[src/pesd_params.svh]
`ifndef PESD_PARAMS_SVH
`define PESD_PARAMS_SVH
// ============================================================
// event select and increment field widths
`define PESD_CODE_W      6
`define PESD_AMT_W       2
// ============================================================
// event numbers, shared by both counters
`define PESD_EV_LOCKED   6'h1c
`define PESD_EV_IOCYC    6'h1d
`define PESD_EV_NCREQ    6'h1e
`define PESD_EV_AGI      6'h1f
`define PESD_EV_FPOP     6'h22
`define PESD_EV_BP0      6'h23
`define PESD_EV_BP1      6'h24
`define PESD_EV_BP2      6'h25
`define PESD_EV_BP3      6'h26
`define PESD_EV_HWINT    6'h27
`define PESD_EV_RDWR     6'h28
`define PESD_EV_RWMISS   6'h29
`define PESD_EV_MMPIPE   6'h2b
`define PESD_EV_MMCLR    6'h2d
`define PESD_EV_SAT      6'h2f
`define PESD_EV_MMRD     6'h31
`define PESD_EV_TAKEN    6'h32
`define PESD_EV_RETPRED  6'h37
`define PESD_EV_MMSTALL  6'h38
`define PESD_EV_RETURN   6'h39
`define PESD_EV_BTBERR   6'h3a
`define PESD_EV_WRSTALL  6'h3b
`define PESD_EV_RSVD_LO  6'h3c
`define PESD_EV_RSVD_HI  6'h3f
`define PESD_EV_L2TLB    6'h40
`define PESD_EV_L1TLBD   6'h41
`define PESD_EV_L1TLBC   6'h42
`define PESD_EV_L1TLB    6'h43
`define PESD_EV_FLUSH    6'h44
`define PESD_EV_INVAL    6'h45
`define PESD_EV_INVHIT   6'h46
`define PESD_EV_RSVD_47  6'h47
`define PESD_EV_DECODE   6'h48
`define PESD_EV_RSVD_49  6'h49
// ============================================================
// increment amounts
`define PESD_AMT_NONE    2'h0
`define PESD_AMT_ONE     2'h1
`define PESD_AMT_TWO     2'h2
`endif

[src/pesd_pkg.sv]
// ============================================================
// shared types
package pesd_pkg;
  `include "pesd_params.svh"
  typedef logic [`PESD_CODE_W-1:0] pesd_code_t;  // event number field
  typedef logic [`PESD_AMT_W-1:0]  pesd_amt_t;   // per-cycle increment
endpackage : pesd_pkg

[src/pesd_event_decode.sv]
// Functional notes
// [RL1] each counter decodes its own event field
// [RL2] duration adds per clock, occurrence per event
// [RL3] 1Fh counts address-generation interlock clocks
// [RL4] 23h-26h count breakpoint 0-3 matches
// [RL5] 28h counts reads and writes each
// [RL6] 29h counts read and write misses
// [RL7] 2Bh: X pipe on 0, Y on 1
// [RL8] 2Dh: state clear on 0, switches on 1
// [RL9] 31h multimedia data reads, counter 0 only
// [RL10] 37h: mispredicted returns 0, all predicted 1
// [RL11] 38h: multiply interlock 0, quadword stall 1
// [RL12] 3Ah: false entries 0, backward miss 1
// [RL13] 3Bh: write buffer stall 0, line stall 1
// [RL14] 40h counts second-level TLB misses
// [RL15] 41h-43h first-level data, code, either misses
// [RL16] 44h-46h flushes, invalidations, invalidation hits
// [RL17] reserved codes never advance a counter
`include "pesd_params.svh"
module pesd_event_decode
  import pesd_pkg::*;
(
  input  wire logic       mclk,
  input  wire logic       reset,
  // event number fields of the two counters
  input  wire pesd_code_t event_sel0,
  input  wire pesd_code_t event_sel1,
  // bus and pipeline events, one-cycle pulses
  input  wire logic       locked_cycle,
  input  wire logic       io_cycle,
  input  wire logic       noncache_req,
  input  wire logic       fp_op,
  input  wire logic       hw_intr,
  input  wire logic       instr_decoded,
  // pipeline stall levels
  input  wire logic       agi_stall,
  input  wire logic       wb_full_stall,
  input  wire logic       mm_excl_write_stall,
  input  wire logic       mm_mul_interlock,
  input  wire logic       quadword_move_instr_stall,
  // debug breakpoint hits
  input  wire logic       debug_breakpoint_addr_0_hit,
  input  wire logic       debug_breakpoint_addr_1_hit,
  input  wire logic       debug_breakpoint_addr_2_hit,
  input  wire logic       debug_breakpoint_addr_3_hit,
  // data cache traffic
  input  wire logic       data_read,
  input  wire logic       data_write,
  input  wire logic       read_miss,
  input  wire logic       write_miss,
  // multimedia unit
  input  wire logic       mm_x_exec,
  input  wire logic       mm_y_exec,
  input  wire logic       multimedia_state_clear_instr_exec,
  input  wire logic       mm_fp_switch,
  input  wire logic       sat_instr,
  input  wire logic       sat_done,
  input  wire logic       mm_data_read,
  // branch prediction
  input  wire logic       taken_branch,
  input  wire logic       ret_exec,
  input  wire logic       ret_mispredict,
  input  wire logic       ret_predict,
  input  wire logic       return_stack_buffer_overflow,
  input  wire logic       branch_target_buffer_false,
  input  wire logic       branch_target_buffer_back_miss,
  // translation buffers
  input  wire logic       l2_tlb_code_miss,
  input  wire logic       l2_tlb_data_miss,
  input  wire logic       l1_tlb_data_miss,
  input  wire logic       l1_tlb_code_miss,
  input  wire logic       tlb_flush,
  input  wire logic       tlb_page_inval,
  input  wire logic       tlb_page_inval_hit,
  // increments for counter 0 and counter 1
  output pesd_amt_t       cnt0_inc,
  output pesd_amt_t       cnt1_inc
);

  // ==========================================================
  // helpers

  // widen one event bit to an increment
  function automatic pesd_amt_t pesd_one(input logic ev);
    pesd_one = {1'h0, ev};
  endfunction : pesd_one

  // two events that may land in the same clock
  function automatic pesd_amt_t pesd_two(input logic ev_a,
                                         input logic ev_b);
    pesd_two = pesd_one(ev_a) + pesd_one(ev_b);
  endfunction : pesd_two

  // ==========================================================
  // event decode, used once per counter
  // hi selects the counter 1 meaning of split codes
  function automatic pesd_amt_t pesd_decode(input pesd_code_t code,
                                            input logic       hi);
    pesd_amt_t a;
    a = `PESD_AMT_NONE;
    case (code)
      // common occurrence events
      `PESD_EV_LOCKED: a = pesd_one(locked_cycle);
      `PESD_EV_IOCYC:  a = pesd_one(io_cycle);
      `PESD_EV_NCREQ:  a = pesd_one(noncache_req);
      `PESD_EV_FPOP:   a = pesd_one(fp_op);
      `PESD_EV_HWINT:  a = pesd_one(hw_intr);
      `PESD_EV_DECODE: a = pesd_one(instr_decoded);
      // stall level counts every clock
      `PESD_EV_AGI:    a = pesd_one(agi_stall);          // [RL3] [RL2]
      // breakpoint matches
      `PESD_EV_BP0:    a = pesd_one(debug_breakpoint_addr_0_hit); // [RL4]
      `PESD_EV_BP1:    a = pesd_one(debug_breakpoint_addr_1_hit); // [RL4]
      `PESD_EV_BP2:    a = pesd_one(debug_breakpoint_addr_2_hit); // [RL4]
      `PESD_EV_BP3:    a = pesd_one(debug_breakpoint_addr_3_hit); // [RL4]
      // read and write in one clock count two
      `PESD_EV_RDWR:   a = pesd_two(data_read, data_write); // [RL5] [RL2]
      `PESD_EV_RWMISS: a = pesd_two(read_miss, write_miss); // [RL6]
      // split codes
      `PESD_EV_MMPIPE:
        a = pesd_one(hi ? mm_y_exec : mm_x_exec);        // [RL7]
      `PESD_EV_MMCLR:
        a = pesd_one(hi ? mm_fp_switch
                        : multimedia_state_clear_instr_exec); // [RL8]
      `PESD_EV_SAT:
        a = pesd_one(hi ? sat_done : sat_instr);
      // counter 0 only
      `PESD_EV_MMRD:
        a = pesd_one(!hi && mm_data_read);               // [RL9]
      // counter 1 only, then 37h split between the counters
      `PESD_EV_TAKEN:
        a = pesd_one(hi && taken_branch);
      `PESD_EV_RETPRED:
        a = pesd_one(hi ? ret_predict : ret_mispredict); // [RL10]
      // more split codes, 38h and 3Bh are durations
      `PESD_EV_MMSTALL:
        a = pesd_one(hi ? quadword_move_instr_stall
                        : mm_mul_interlock);             // [RL11] [RL2]
      `PESD_EV_RETURN:
        a = pesd_one(hi ? return_stack_buffer_overflow : ret_exec);
      `PESD_EV_BTBERR:
        a = pesd_one(hi ? branch_target_buffer_back_miss
                        : branch_target_buffer_false);   // [RL12]
      `PESD_EV_WRSTALL:
        a = pesd_one(hi ? mm_excl_write_stall
                        : wb_full_stall);                // [RL13] [RL2]
      // translation buffers
      `PESD_EV_L2TLB:
        a = pesd_two(l2_tlb_code_miss, l2_tlb_data_miss); // [RL14]
      `PESD_EV_L1TLBD: a = pesd_one(l1_tlb_data_miss);   // [RL15]
      `PESD_EV_L1TLBC: a = pesd_one(l1_tlb_code_miss);   // [RL15]
      `PESD_EV_L1TLB:
        a = pesd_two(l1_tlb_data_miss, l1_tlb_code_miss); // [RL15]
      `PESD_EV_FLUSH:  a = pesd_one(tlb_flush);          // [RL16]
      `PESD_EV_INVAL:  a = pesd_one(tlb_page_inval);     // [RL16]
      `PESD_EV_INVHIT: a = pesd_one(tlb_page_inval_hit); // [RL16]
      // reserved and unlisted codes stay silent
      default:         a = `PESD_AMT_NONE;               // [RL17]
    endcase
    pesd_decode = a;
  endfunction : pesd_decode

  // ==========================================================
  // increment state

  pesd_amt_t cnt0_inc_reg;   // registered increment, counter 0
  pesd_amt_t cnt0_inc_next;  // decoded increment, counter 0
  pesd_amt_t cnt1_inc_reg;   // registered increment, counter 1
  pesd_amt_t cnt1_inc_next;  // decoded increment, counter 1

  // each counter decodes only its own field
  always_comb begin
    cnt0_inc_next = pesd_decode(event_sel0, 1'h0); // [RL1]
    cnt1_inc_next = pesd_decode(event_sel1, 1'h1); // [RL1]
  end

  // register the increments, cleared by reset
  always_ff @(posedge mclk) begin
    if (reset) begin
      cnt0_inc_reg <= `PESD_AMT_NONE;
      cnt1_inc_reg <= `PESD_AMT_NONE;
    end else begin
      cnt0_inc_reg <= cnt0_inc_next;
      cnt1_inc_reg <= cnt1_inc_next;
    end
  end

  // outputs come straight from flops
  assign cnt0_inc = cnt0_inc_reg;
  assign cnt1_inc = cnt1_inc_reg;
endmodule : pesd_event_decode

[config.mk]
export PLATFORM = sky130hd
export DESIGN_NAME = pesd_event_decode
export DESIGN_NICKNAME = d
export VERILOG_FILES = /design/src/pesd_pkg.sv /design/src/pesd_event_decode.sv
export VERILOG_INCLUDE_DIRS = /design/src
export SDC_FILE = /design/constraint.sdc
export NUM_CORES = 1
export LEC_CHECK = 0
export ABC_AREA = 1
export BUFFER_PORTS_ARGS = -buffer_cell sky130_fd_sc_hd__buf_2
export CORE_MARGIN = 1
export CORE_UTILIZATION = 45
export CTS_CLUSTER_SIZE = 25
export DETAILED_ROUTE_END_ITERATION = 7
export HOLD_SLACK_MARGIN = 0.03
export PLACE_DENSITY = 0.88
export SYNTH_ARGS = -nofsm -noshare
export SYNTH_HDL_FRONTEND = slang
export SYNTH_SLANG_ARGS = --single-unit
[constraint.sdc]
create_clock -name mclk -period 2.4 [get_ports mclk]
set_input_delay 0.12 -clock mclk [delete_from_list [all_inputs] [get_ports mclk]]
set_output_delay 0.12 -clock mclk [all_outputs]
set_load 0.05 [all_outputs]
Word level (Yosys, flattened, before mapping)
Index checks and enable logic that the tools add are counted.
{"block": "word_totals", "output_inout_bits": 4, "n_memories": 0, "in_bits": 54, "latchBits": 0, "elab_cells": 66, "mem_bits_rw": 0, "ff_bits": 4, "mem_bits_ro": 0}
{"block": "op_classes", "eq_ne": 56, "reduce_logical": 2, "n_bitwise": 0, "magnitude_cmp": 0, "multipliers": 0, "n_addsub": 4, "div": 0, "muxes": 2, "shifts": 0}
{"cell": "== test 6 bit (second input constant)", "n": 34}
{"cell": "one-hot mux 2 bit (29 select lines)", "n": 2}
{"cell": "== test 6 x 5 -> 1 bit (second input constant)", "n": 8}
{"cell": "== test 6 x 3 -> 1 bit (second input constant)", "n": 6}
{"cell": "== test 6 x 2 -> 1 bit (second input constant)", "n": 4}
{"cell": "== test 6 x 1 -> 1 bit (second input constant)", "n": 2}
{"cell": "== test 6 x 4 -> 1 bit (second input constant)", "n": 2}
{"cell": "logical NOT 6 bit", "n": 2}
{"cell": "adder 1 x 1 -> 2 bit", "n": 4}

Logic depth before layout (Yosys ltp)
{"block": "logic_depth", "ltp_word": 2, "mapped_depth": 10, "depth_no_buf": 9}

Worst setup path before layout
OpenSTA, ideal clock, no wires.
{"block": "synth_path", "path_kind": "input to register", "start": "in l2_tlb_code_miss", "end": "reg cnt1_inc_reg[0] (netlist: cnt1_inc[0])", "stages": 9, "t_arrival_ps": 868, "path_buffers": 0, "slack_ps": 1415, "required_time_ps": 2283, "setup_ps": 117, "path_cell_list": "ha_1 nand2_1 nand2_1 nand2_1 nand2_1 nor2_1 nand2_1 nor2_1 a21oi_1"}
{"block": "synth_via", "elab_chain_len": 2}
{"element": "from (decl)", "line_no": "pesd_event_decode.sv:68", "rtl": "input wire logic l2_tlb_code_miss,"}
{"element": "adder 1 x 1 -> 2 bit", "line_no": "pesd_event_decode.sv:91", "rtl": "pesd_two = pesd_one(ev_a) + pesd_one(ev_b);"}
{"element": "one-hot mux 2 bit (29 select lines)", "line_no": "pesd_event_decode.sv:101", "rtl": "case (code)"}
{"element": "to (signal assigned)", "line_no": "pesd_event_decode.sv:181", "rtl": "cnt1_inc_reg <= `PESD_AMT_NONE;"}
{"element": "to (signal assigned)", "line_no": "pesd_event_decode.sv:184", "rtl": "cnt1_inc_reg <= cnt1_inc_next;"}
{"element": "to (decl)", "line_no": "pesd_event_decode.sv:168", "rtl": "pesd_amt_t cnt1_inc_reg;"}
No other way between the ends.
A chain may end at the register's enable or synchronous reset.

Final worst setup path
{"block": "layout_path", "start": "in event_sel1[5]", "end": "reg cnt1_inc_reg[0] (netlist: cnt1_inc[0])"}
{"block": "layout_via", "elab_chain_len": 2, "elab_cells_between_ends": 30, "cone_classes": "eq/ne (28); mux (1); reduce/logical (1)"}
{"element": "from (decl)", "line_no": "pesd_event_decode.sv:27", "rtl": "input wire pesd_code_t event_sel1,"}
{"element": "== test 6 x 3 -> 1 bit (tied with other cells)", "line_no": "pesd_event_decode.sv:101"}
{"element": "one-hot mux 2 bit (29 select lines) (*)", "line_no": "pesd_event_decode.sv:101"}
Every way passes the cells marked *; elsewhere a longest branch is shown, timed or not.

==> results.toml <==
[status]
status = "finished clean"

[clock_network]
root_buffer = "clkbuf_4"
cts_tree = "built"
cts_resized = 0
clock-sinks = 4
numCtsBuffers = 3
ctsHoldBuffers = 0
max-clock-path-buffers = 2
path_clk_slew_ps = 40
cts_setup_buffers = 0
cts_htree_levels = 1

[detailed_routing]
vias_per_cell = 5.43
vias = 1651
ant_nets = 0
drtPass1Iterations = 7
remaining_drc_errors = 0
drt-initial-drc-count = 88
totalWireLength_microns = 3790
wire_per_inst_microns = 12.5

[global_routing]
track_usage = 0.303
antenna_found_initial = 0
grt_pass1_wl_microns = 5950
grt_overflow = 0
grt_max_degree = 12
grt_pass1_vias = 1502

[worst_hold_path]
hold_class = "in2reg"
min_path_cells = 2

[cells_and_area]
layout-drive-gt1-share = 0.268
fin_cells = 304
synthToLayoutAreaGrowth_pct = 29.8
final_nets = 336
diodes = 0
ff_latch_area_sq_um = 80.1
n_fill_cell = 267
multi_input_area_sq_um = 883

[job]
maxCapViolations = 0

[power]
power-per-cell-area_nw_per_um2 = 240
ir_drop_uv = 275
power_w = 0.000337
p_leak_nw = 0.847

[place]
place_congestion = 0.966
post-place-cells = 301
numPortBuffers = 57
dp_hpwl_microns = 3140

[timing]
hold_violations = 0
timing.final.crit_share = 0.405
setup_viol = 0
rsz0062_at_grt = "false"
fmax_ghz = 1.03
slew_headroom = 0.721
totalNegativeSetupSlack_ps = 0
min_period_ps = 972
holdWs_ps = 96.7
slew_violations = 0
worst_pin_slew_ps = 419

[synth]
syn-num-nets = 277
synth_top_area_frac = 0.232
synth_seq_cells = 4
syn_inst = 219
yosysWarnings = 0
avgSynthCellArea_sq_um = 4.95
synth_area_leaders = "nand2_1, nand3_1, nor2_1"
synth_top_area_cell = "nand2_1"
synth_cell_types = 17
synthesis.area_sq_um = 1080
yosysSeqAreaShare = 0.0738

[floorplan]
num_io_pins = 58
die_w_microns = 51.1
dieHeight_microns = 51.1
core_sq_um = 2230
num_rows = 17
design.die.area_sq_um = 2610
start_util = 0.486

[critical_path]
endpoint_kind = "flop"
worstPathRequired_ps = 2570
cp_max_fo = 11
cp-start-kind = "input pin"
arrival_ps = 1140
critPathKind = "in2reg"
==> power breakdown <==
group | internal (W) | leakage (nW) | switching [W]
sequential | 0.0000696 | 0.0325 | 0.000000787
clock | 0.0000562 | 0.0138 | 0.0000319
combinational | 0.0000640 | 0.800 | 0.000115
==> worst paths after layout <==
| check | from | end |
|---|---|---|
| setup / recovery | event_sel1[5] | cnt1_inc[0] |
| hold / removal | reset | cnt0_inc[0] |
==> through the flow <==
| step | worst slack (ps) | util | area (sq um) |
|---|---|---|---|
| floorplan | 1410 | - | 1080 |
| global placement | 1200 | 0.620 | 1390 |
| detailed placement | 1200 | 0.620 | 1390 |
| CTS | 1450 | 0.630 | 1410 |
| global route | 1320 | 0.630 | 1410 |
| finish | 1430 | 0.630 | 1410 |
==> critical path, cell delays in order <==
cell and delay [ps]:
buf_2 130, inv_1 70, nor2_2 330, nand4_1 140, nand2_1 90, nor2_1 40
nand2_1 50, nor2_1 40, a21oi_1 120
==> routing by layer <==
metal  wire length, microns  up-vias  share of wire  GRT usage
met5                      0        -              0          0
met4                     57        0          0.015      0.144
met3                    372        6          0.098     0.0595
met2                   1940      108           0.51      0.570
met1                   1420      700           0.37      0.317
li1                       -      837              -          -
==> Yosys cell counts (all sizes together) <==
cell and number:
nand3 43, dfxtp 4, a41oi 2, nor2 48, nor3 1, a21oi 3
buf 3, nand4 16, ha 4, nand2 68, inv 27
==> cell families after synthesis <==
group	Yosys count	share of synthesized area
buf+inv	30	0.112
compound gates	5	0.0300
flops	4	0.0738
fa+ha+maj	4	0.0461
simple gates	176	0.738
==> cells in the final DEF (no fill, tap or decap) <==
master,count
a21oi_1,3
a41oi_1,2
nand4_1,16
inv_1,24
nand2_2,1
nor2_2,6
clkbuf_4,3
nand2_1,67
nand3_2,1
inv_2,3
dfxtp_1,4
buf_2,57
nor3_1,1
nor2_1,39
nor2_4,3
nand3_1,42
ha_1,4
==> cell type report <==
type                    instances  area share
well taps                      28      0.0249
clock buffers                   3      0.0160
inverters                      27      0.0720
repair buffers                 57       0.203
multi-input cells             185       0.628
flip-flops and latches          4      0.0569
No activity file was read; power rests on OpenSTA's default activity.
